File: config.mk
export PLATFORM = sky130hd
export DESIGN_NAME = epl_link_partner
export DESIGN_NICKNAME = d
export VERILOG_FILES = /design/src/design/epl_pkg.sv /design/src/design/epl_link_partner.sv /design/src/design/epl_strap_latch.sv /design/src/design/epl_partner_calc.sv
export SDC_FILE = /design/constraint.sdc
export NUM_CORES = 1
export LEC_CHECK = 0
export ABC_CLOCK_PERIOD_IN_PS = 1950
export BUFFER_PORTS_ARGS = -buffer_cell sky130_fd_sc_hd__clkbuf_2
export CELL_PAD_IN_SITES_DETAIL_PLACEMENT = 0
export CELL_PAD_IN_SITES_GLOBAL_PLACEMENT = 1
export CORE_ASPECT_RATIO = 1.75
export CORE_UTILIZATION = 32
export CTS_BUF_LIST = sky130_fd_sc_hd__clkbuf_16
export DETAILED_ROUTE_END_ITERATION = 10
export GPL_TIMING_DRIVEN = 0
export PLACE_DENSITY = 0.78
export SYNTH_ARGS = -nofsm -noshare
export SYNTH_HDL_FRONTEND = slang
export SYNTH_HIERARCHICAL = 1
export SYNTH_SLANG_ARGS = --single-unit
File: constraint.sdc
create_clock -name sys_clk_in -period 1.95 [get_ports sys_clk_in]
set_input_delay 0.39 -clock sys_clk_in [delete_from_list [all_inputs] [get_ports sys_clk_in]]
set_output_delay 0.39 -clock sys_clk_in [all_outputs]
set_load 0.01 [all_outputs]
File: src/design/epl_pkg.sv
package epl_pkg;

  // ----------------------------------------
  // Register byte offsets and serial indices
  // ----------------------------------------
  localparam logic [8:0] ADV_OFFSET = 9'h1d0;
  localparam logic [8:0] LP_OFFSET = 9'h1d4;
  localparam logic [8:0] EXP_OFFSET = 9'h1d8;
  localparam logic [4:0] ADV_INDEX = 5'h04;
  localparam logic [4:0] LP_INDEX = 5'h05;
  localparam logic [4:0] EXP_INDEX = 5'h06;

  // ----------------------------------------
  // Field positions
  // ----------------------------------------
  localparam int NEXT_PAGE_BIT = 15;
  localparam int ACK_BIT = 14;
  localparam int REMOTE_FAULT_BIT = 13;
  localparam int ASYM_PAUSE_BIT = 11;
  localparam int SYM_PAUSE_BIT = 10;
  localparam int T4_BIT = 9;
  localparam int ABIL_MSB = 8;
  localparam int ABIL_LSB = 5;
  localparam int SEL_MSB = 4;
  localparam int EXP_PAR_FAULT_BIT = 4;
  localparam int EXP_LP_NP_BIT = 3;
  localparam int EXP_LOC_NP_BIT = 2;
  localparam int EXP_PAGE_RX_BIT = 1;
  localparam int EXP_LP_AN_BIT = 0;

  // ----------------------------------------
  // Reset values, masks and field codes
  // ----------------------------------------
  localparam logic [15:0] ADV_RESET = 16'h01e1;
  localparam logic [15:0] ADV_WR_MASK = 16'h0dff;
  localparam logic [4:0] SELECTOR_8023 = 5'h01;
  localparam logic [3:0] ABIL_10_FD = 4'h2;
  localparam logic [3:0] ABIL_100_FD = 4'h8;
  localparam logic [3:0] ABIL_10_HD = 4'h1;
  localparam logic [3:0] ABIL_100_HD = 4'h4;

  // ----------------------------------------
  // Strap vector layout
  // ----------------------------------------
  localparam int STRAP_WIDTH = 4;
  localparam int STRAP_FDFC = 0;
  localparam int STRAP_DUP_POL = 1;
  localparam int STRAP_SPEED = 2;
  localparam int STRAP_MANUAL_FC = 3;

  // ----------------------------------------
  // Negotiation states
  // ----------------------------------------
  typedef enum logic [1:0] {
    AN_WAIT_STRAP = 2'b00,
    AN_RUN = 2'b01,
    AN_DONE = 2'b10
  } epl_an_state_type;

endpackage

File: src/design/epl_link_partner.sv
`timescale 1ns/100ps

module epl_link_partner (
  input wire logic sys_clk_in,
  input wire logic resetn_in,
  input wire logic reg_rd_in,
  input wire logic reg_wr_in,
  input wire logic [8:0] reg_addr_in,
  input wire logic [31:0] reg_wdata_in,
  output logic [31:0] reg_rdata_out,
  output logic reg_rvalid_out,
  input wire logic miim_rd_in,
  input wire logic miim_wr_in,
  input wire logic [4:0] miim_index_in,
  input wire logic [15:0] miim_wdata_in,
  output logic [15:0] miim_rdata_out,
  output logic miim_rvalid_out,
  input wire logic an_restart_in,
  input wire logic port0_duplex_input_in,
  input wire logic fullduplex_flowctl_latch_in,
  input wire logic duplex_pol_strap_in,
  input wire logic speed_strap_in,
  input wire logic manual_fc_strap_in,
  output logic an_complete_out,
  output logic lp_sym_pause_out,
  output logic lp_asym_pause_out
);

  // ----------------------------------------
  // Straps
  // ----------------------------------------
  logic [epl_pkg::STRAP_WIDTH-1:0] strap_raw;
  logic [epl_pkg::STRAP_WIDTH-1:0] strap;
  logic strap_capture;

  assign strap_raw = {manual_fc_strap_in, speed_strap_in, duplex_pol_strap_in,
                      fullduplex_flowctl_latch_in};

  epl_strap_latch #(
    .WIDTH(epl_pkg::STRAP_WIDTH)
  ) u_strap (
    .sys_clk_in(sys_clk_in),
    .resetn_in(resetn_in),
    .strap_in(strap_raw),
    .strap_out(strap),
    .capture_out(strap_capture)
  );

  // ----------------------------------------
  // Access decode
  // ----------------------------------------
  logic acc_rd;
  logic acc_wr;
  logic acc_miim;
  logic [15:0] acc_wdata;
  logic hit_adv;
  logic hit_lp;
  logic hit_exp;

  always_comb begin
    acc_miim = 1'b0;
    acc_rd = 1'b0;
    acc_wr = 1'b0;
    acc_wdata = reg_wdata_in[15:0];
    hit_adv = 1'b0;
    hit_lp = 1'b0;
    hit_exp = 1'b0;
    if (reg_rd_in || reg_wr_in) begin
      acc_rd = reg_rd_in;
      acc_wr = reg_wr_in & ~reg_rd_in;
      hit_adv = (reg_addr_in == epl_pkg::ADV_OFFSET);
      hit_lp = (reg_addr_in == epl_pkg::LP_OFFSET);
      hit_exp = (reg_addr_in == epl_pkg::EXP_OFFSET);
    end else if (miim_rd_in || miim_wr_in) begin
      acc_miim = 1'b1;
      acc_rd = miim_rd_in;
      acc_wr = miim_wr_in & ~miim_rd_in;
      acc_wdata = miim_wdata_in;
      hit_adv = (miim_index_in == epl_pkg::ADV_INDEX);
      hit_lp = (miim_index_in == epl_pkg::LP_INDEX);
      hit_exp = (miim_index_in == epl_pkg::EXP_INDEX);
    end
  end

  // ----------------------------------------
  // Local advertisement
  // ----------------------------------------
  logic [15:0] adv;
  logic [15:0] next_adv;

  always_comb begin
    next_adv = adv;
    if (strap_capture) begin
      next_adv[epl_pkg::SYM_PAUSE_BIT] = ~strap[epl_pkg::STRAP_MANUAL_FC];
      next_adv[epl_pkg::ASYM_PAUSE_BIT] = ~strap[epl_pkg::STRAP_MANUAL_FC];
    end else if (acc_wr && hit_adv) begin
      next_adv = (adv & ~epl_pkg::ADV_WR_MASK) | (acc_wdata & epl_pkg::ADV_WR_MASK);
    end
  end

  always_ff @(posedge sys_clk_in) begin
    if (!resetn_in) begin
      adv <= epl_pkg::ADV_RESET;
    end else begin
      adv <= next_adv;
    end
  end

  // ----------------------------------------
  // Partner calculation
  // ----------------------------------------
  logic calc_sym;
  logic calc_asym;
  logic [3:0] calc_abil;
  logic calc_fail;

  epl_partner_calc u_calc (
    .adv_sym_in(adv[epl_pkg::SYM_PAUSE_BIT]),
    .adv_asym_in(adv[epl_pkg::ASYM_PAUSE_BIT]),
    .adv_abil_in(adv[epl_pkg::ABIL_MSB:epl_pkg::ABIL_LSB]),
    .fdfc_strap_in(strap[epl_pkg::STRAP_FDFC]),
    .duplex_pin_in(port0_duplex_input_in),
    .duplex_pol_in(strap[epl_pkg::STRAP_DUP_POL]),
    .speed_strap_in(strap[epl_pkg::STRAP_SPEED]),
    .lp_sym_out(calc_sym),
    .lp_asym_out(calc_asym),
    .lp_abil_out(calc_abil),
    .an_fail_out(calc_fail)
  );

  // ----------------------------------------
  // Negotiation sequence and results
  // ----------------------------------------
  epl_pkg::epl_an_state_type state;
  epl_pkg::epl_an_state_type next_state;
  logic lp_sym;
  logic next_lp_sym;
  logic lp_asym;
  logic next_lp_asym;
  logic lp_an_able;
  logic next_lp_an_able;
  logic page_rx;
  logic next_page_rx;
  logic page_set;

  always_comb begin
    next_state = state;
    next_lp_sym = lp_sym;
    next_lp_asym = lp_asym;
    next_lp_an_able = lp_an_able;
    page_set = 1'b0;
    unique case (state)
      epl_pkg::AN_WAIT_STRAP: begin
        if (strap_capture) begin
          next_state = epl_pkg::AN_RUN;
        end
      end
      epl_pkg::AN_RUN: begin
        next_lp_sym = calc_sym;
        next_lp_asym = calc_asym;
        next_lp_an_able = ~calc_fail;
        page_set = 1'b1;
        next_state = epl_pkg::AN_DONE;
      end
      epl_pkg::AN_DONE: begin
        if (an_restart_in) begin
          next_state = epl_pkg::AN_RUN;
        end
      end
      default: begin
        next_state = epl_pkg::AN_WAIT_STRAP;
      end
    endcase
  end

  always_comb begin
    next_page_rx = page_rx;
    if (acc_rd && hit_exp) begin
      next_page_rx = 1'b0;
    end
    if (page_set) begin
      next_page_rx = 1'b1;
    end
  end

  always_ff @(posedge sys_clk_in) begin
    if (!resetn_in) begin
      state <= epl_pkg::AN_WAIT_STRAP;
      lp_sym <= 1'b0;
      lp_asym <= 1'b0;
      lp_an_able <= 1'b1;
      page_rx <= 1'b0;
    end else begin
      state <= next_state;
      lp_sym <= next_lp_sym;
      lp_asym <= next_lp_asym;
      lp_an_able <= next_lp_an_able;
      page_rx <= next_page_rx;
    end
  end

  // ----------------------------------------
  // Register images
  // ----------------------------------------
  logic [15:0] lp_word;
  logic [15:0] exp_word;
  logic [15:0] sel_word;

  always_comb begin
    lp_word = 16'h0000;
    lp_word[epl_pkg::NEXT_PAGE_BIT] = 1'b0;
    lp_word[epl_pkg::ACK_BIT] = 1'b1;
    lp_word[epl_pkg::REMOTE_FAULT_BIT] = 1'b0;
    lp_word[epl_pkg::T4_BIT] = 1'b0;
    lp_word[epl_pkg::ASYM_PAUSE_BIT] = lp_asym;
    lp_word[epl_pkg::SYM_PAUSE_BIT] = lp_sym;
    lp_word[epl_pkg::ABIL_MSB:epl_pkg::ABIL_LSB] = calc_abil;
    lp_word[epl_pkg::SEL_MSB:0] = epl_pkg::SELECTOR_8023;
  end

  always_comb begin
    exp_word = 16'h0000;
    exp_word[epl_pkg::EXP_PAR_FAULT_BIT] = 1'b0;
    exp_word[epl_pkg::EXP_LP_NP_BIT] = 1'b0;
    exp_word[epl_pkg::EXP_LOC_NP_BIT] = 1'b0;
    exp_word[epl_pkg::EXP_PAGE_RX_BIT] = page_rx;
    exp_word[epl_pkg::EXP_LP_AN_BIT] = lp_an_able;
  end

  always_comb begin
    sel_word = 16'h0000;
    if (hit_adv) begin
      sel_word = adv;
    end else if (hit_lp) begin
      sel_word = lp_word;
    end else if (hit_exp) begin
      sel_word = exp_word;
    end
  end

  // ----------------------------------------
  // Read return
  // ----------------------------------------
  logic [31:0] rdata;
  logic [31:0] next_rdata;
  logic rvalid;
  logic next_rvalid;
  logic [15:0] mdata;
  logic [15:0] next_mdata;
  logic mvalid;
  logic next_mvalid;

  always_comb begin
    next_rdata = rdata;
    next_mdata = mdata;
    next_rvalid = acc_rd & ~acc_miim;
    next_mvalid = acc_rd & acc_miim;
    if (acc_rd && !acc_miim) begin
      next_rdata = {16'h0000, sel_word};
    end
    if (acc_rd && acc_miim) begin
      next_mdata = sel_word;
    end
  end

  always_ff @(posedge sys_clk_in) begin
    if (!resetn_in) begin
      rdata <= 32'h0000_0000;
      rvalid <= 1'b0;
      mdata <= 16'h0000;
      mvalid <= 1'b0;
    end else begin
      rdata <= next_rdata;
      rvalid <= next_rvalid;
      mdata <= next_mdata;
      mvalid <= next_mvalid;
    end
  end

  assign reg_rdata_out = rdata;
  assign reg_rvalid_out = rvalid;
  assign miim_rdata_out = mdata;
  assign miim_rvalid_out = mvalid;
  assign an_complete_out = (state == epl_pkg::AN_DONE);
  assign lp_sym_pause_out = lp_sym;
  assign lp_asym_pause_out = lp_asym;

endmodule // epl_link_partner

File: src/design/epl_strap_latch.sv
`timescale 1ns/100ps

module epl_strap_latch #(
  parameter int WIDTH = 4
) (
  input wire logic sys_clk_in,
  input wire logic resetn_in,
  input wire logic [WIDTH-1:0] strap_in,
  output logic [WIDTH-1:0] strap_out,
  output logic capture_out
);

  // ----------------------------------------
  // Capture once on the first edge after reset release
  // ----------------------------------------
  logic armed;
  logic next_armed;
  logic [WIDTH-1:0] held;
  logic [WIDTH-1:0] next_held;

  always_comb begin
    next_armed = 1'b0;
    next_held = held;
    if (armed) begin
      next_held = strap_in;
    end
  end

  always_ff @(posedge sys_clk_in) begin
    if (!resetn_in) begin
      armed <= 1'b1;
      held <= '0;
    end else begin
      armed <= next_armed;
      held <= next_held;
    end
  end

  assign strap_out = held;
  assign capture_out = armed & resetn_in;

endmodule // epl_strap_latch

File: src/design/epl_partner_calc.sv
`timescale 1ns/100ps

module epl_partner_calc (
  input wire logic adv_sym_in,
  input wire logic adv_asym_in,
  input wire logic [3:0] adv_abil_in,
  input wire logic fdfc_strap_in,
  input wire logic duplex_pin_in,
  input wire logic duplex_pol_in,
  input wire logic speed_strap_in,
  output logic lp_sym_out,
  output logic lp_asym_out,
  output logic [3:0] lp_abil_out,
  output logic an_fail_out
);

  // ----------------------------------------
  // Partner pause answer
  // ----------------------------------------
  always_comb begin
    unique case ({adv_sym_in, adv_asym_in})
      2'b00: begin
        lp_sym_out = 1'b0;
        lp_asym_out = 1'b0;
      end
      2'b10: begin
        lp_sym_out = 1'b1;
        lp_asym_out = 1'b0;
      end
      2'b01: begin
        lp_sym_out = 1'b1;
        lp_asym_out = 1'b1;
      end
      2'b11: begin
        lp_sym_out = fdfc_strap_in;
        lp_asym_out = 1'b1;
      end
    endcase
  end

  // ----------------------------------------
  // Partner speed and duplex
  // ----------------------------------------
  always_comb begin
    if (duplex_pin_in == duplex_pol_in) begin
      lp_abil_out = speed_strap_in ? epl_pkg::ABIL_100_FD : epl_pkg::ABIL_10_FD;
    end else begin
      lp_abil_out = speed_strap_in ? epl_pkg::ABIL_100_HD : epl_pkg::ABIL_10_HD;
    end
  end

  assign an_fail_out = ((adv_abil_in & lp_abil_out) == 4'h0);

endmodule // epl_partner_calc

==> results.yml <==
final_layout:
  layout.cells.non_filler: 464
  final_cell_mix: "clkbuf_2, dfxtp_1, buf_4, a21oi_1, o21ai_0"
  final_nets: 454
  final_layout_size_suffix_gt1_frac: 0.3571
  final_area_um2: 3188
  fill_cells: 773
  final_common_cell: "clkbuf_2"
  multiInputGateArea_um2: 1189
  diodes: 0
  seq_area_um2: 1001
  area_growth_pct: 30.73
route:
  remaining_drc_errors: 0
  firstDrtPassIters: 4
  via_per_inst: 4.845
  via_count: 2248
  avgRoutedWirePerCell_um: 14.17
  wl_mm: 6.574
  initialDrtViolationCount: 47
  ant_nets: 0
clocking:
  clk_pin_slew_worst_paths_ns: 0.07
  postCtsSetupBuffers: 0
  clockBufferDepth: 2
  cts_max_level: 2
  cts_sinks: 50
  cts.repair.resized: 0
  cts_tree: "done"
  hold_buffers: 0
  root_buffer: "clkbuf_16"
  cts_buffers: 5
  clkLatencyLatePin_ns: 0.29
worst_setup_path:
  path_class: "primary input to register"
  startpoint: "miim_index_in[4]"
  timing.rr.end: "adv[3]"
  reg2reg_from: "u_strap/armed"
  worstSetupEndpoint: "adv[1]"
  cp-start-kind: "primary input"
  worstPathArrival_ns: 1.77
  worst_r2r_path_depth: 6
  cp.required_ns: 2.10
  path_max_fanout: 9
  rrSetupSlack_ns: 0.52
  endpoint_kind: "register"
grt:
  grt_pass1_wl_mm: 10.53
  grt-ovfl-total: 0
  grt_antenna_before_repair: 0
  grt_usage: 0.1750
  grt_pass1_vias: 2153
  grt_max_degree: 16
worst_hold_path:
  hp-class: "primary input to register"
  hold-path-cell-count: 3
floorplanning:
  rows: 41
  die_x_um: 67.99
  die-area_um2: 7987
  start_util: 0.3348
  die_h_um: 117.5
  io_pins: 127
  core_um2: 7284
place:
  pre_cts_ws_ns: 0.01182
  hpwl_mm: 5.166
  place_inst: 456
  port_buffers: 84
  dpl-instance-area_um2: 3023
  place.gp.congestion: 0.8700
logic_synthesis:
  synth_enable_flop_cells: 0
  netlist_area_um2: 2439
  synth.avg_cell_area_um2: 8.998
  synth_warnings: 6
  syn_inst: 271
  synth_cell_types: 48
  synth_seq_area_share: 0.4105
  ys_ff_latch: 50
  synth_ff_type: "dfxtp_1"
  async_flop_share: 0
timing:
  worst_pin_slew_ns: 0.5330
  period_share: 0.8288
  finClkSkew_ns: 0.006897
  slew_violations: 0
  fin_setup_tns_ns: 0
  slew_headroom: 0.6447
  rsz0062_at_grt: "no"
  clock.fmax_mhz: 618.8
  finalSetupViolCount: 0
  report.final.hold_viol_count: 0
  hold_ws_ns: 0.3404
  final_critical_path_setup_slack_ns: 0.3338
  period_needed_ns: 1.616
power_and_ir_drop:
  peakVddDrop_uv: 511.5
  p_leak_nw: 1.479
  p_per_area_nw_per_um2: 738.9
outcome:
  status: "completed"
flow_run:
  drv_cap: 0
[through the flow]
| stage | total power, W | util |
|---|---|---|
| after global placement | 0.001388 | 0.4150 |
| after floorplan | 0.001276 | - |
| after global routing | 0.002444 | 0.4377 |
| final | 0.002356 | 0.4377 |
| after detailed placement | 0.001392 | 0.4150 |
| after CTS | 0.002378 | 0.4377 |
[worst max-delay path, cell delays in order]
cell and delay [ns]:
clkbuf_2 0.08, nor3b_2 0.23, nand4_2 0.20, o22a_1 0.29, nor3_4 0.41, a311oi_1 0.16
[state kept, by name, indices dropped and copies added (netlist names)]
signal and count:
reg_rdata_out 13, reg_rvalid_out 1, lp_sym_pause_out 1, page_rx 1, lp_asym_pause_out 1, adv 11, lp_an_able 1, miim_rvalid_out 1
state 2, miim_rdata_out 13, u_strap/armed 1, u_strap/strap_out 4
[how the worst min path moves through the flow]
stage	from	endpoint	slack, ns
after floorplan	state[0]	state[0]	0.42
after global placement	state[0]	state[0]	0.43
after detailed placement	miim_rdata_out[3]	miim_rdata_out[3]	0.45
after CTS	manual_fc_strap_in	u_strap/strap_out[3]	0.34
after global routing	manual_fc_strap_in	u_strap/strap_out[3]	0.35
final	manual_fc_strap_in	u_strap/strap_out[3]	0.34
[synth_stat cells (3+ instances only)]
master,count,area (um^2)
nand2_1,12,45.04
a21oi_1,25,125.1
mux2i_1,15,150.1
buf_4,25,187.7
nor2_1,17,63.81
clkbuf_1,8,30.03
dfxtp_1,50,1001
a22oi_1,7,52.55
buf_1,3,11.26
o21ai_0,21,105.1
a31oi_1,9,56.30
nor2b_1,3,18.77
inv_1,13,48.80
nand3_1,9,45.04
a311oi_1,9,78.83
nand2b_1,4,25.02
ha_1,3,37.54
or2_2,3,18.77
[per-layer routing]
metal | share of wire | vias to the layer above | global-route usage
li1 | - | 1139 | -
met1 | 0.38 | 1036 | 0.1916
met2 | 0.56 | 68 | 0.3211
met3 | 0.050 | 5 | 0.02810
met4 | 0.012 | 0 | 0.05729
met5 | 0 | - | 0
[kinds of logic after synthesis]
logic type               synth area share
AO/OA/AOI/OAI                      0.2160
flip-flops                         0.4105
multiplexers                      0.07080
adder cells (fa/ha/maj)           0.01539
buffers and inverters              0.1252
XOR/XNOR                         0.006672
AND/OR/NAND/NOR                    0.1539
other                            0.001538
[layout make-up]
cell class / count / share of cell area
clock buffers: 5 / 0.03925
multi-input cells: 184 / 0.3728
clock inverters: 3 / 0.01256
repair buffers: 84 / 0.1319
well taps: 86 / 0.03375
inverters: 13 / 0.01531
flip-flops and latches: 50 / 0.3140
plain buffers: 39 / 0.08046
[power by group]
group | total, W | internal [W] | switching, W
Sequential | 0.00108 | 0.00105 | 0.0000223
Clock | 0.000988 | 0.000601 | 0.000387
Combinational | 0.000292 | 0.000133 | 0.000160
Total | 0.00236 | 0.00179 | 0.000569
Power figures use the tool's default switching activity.
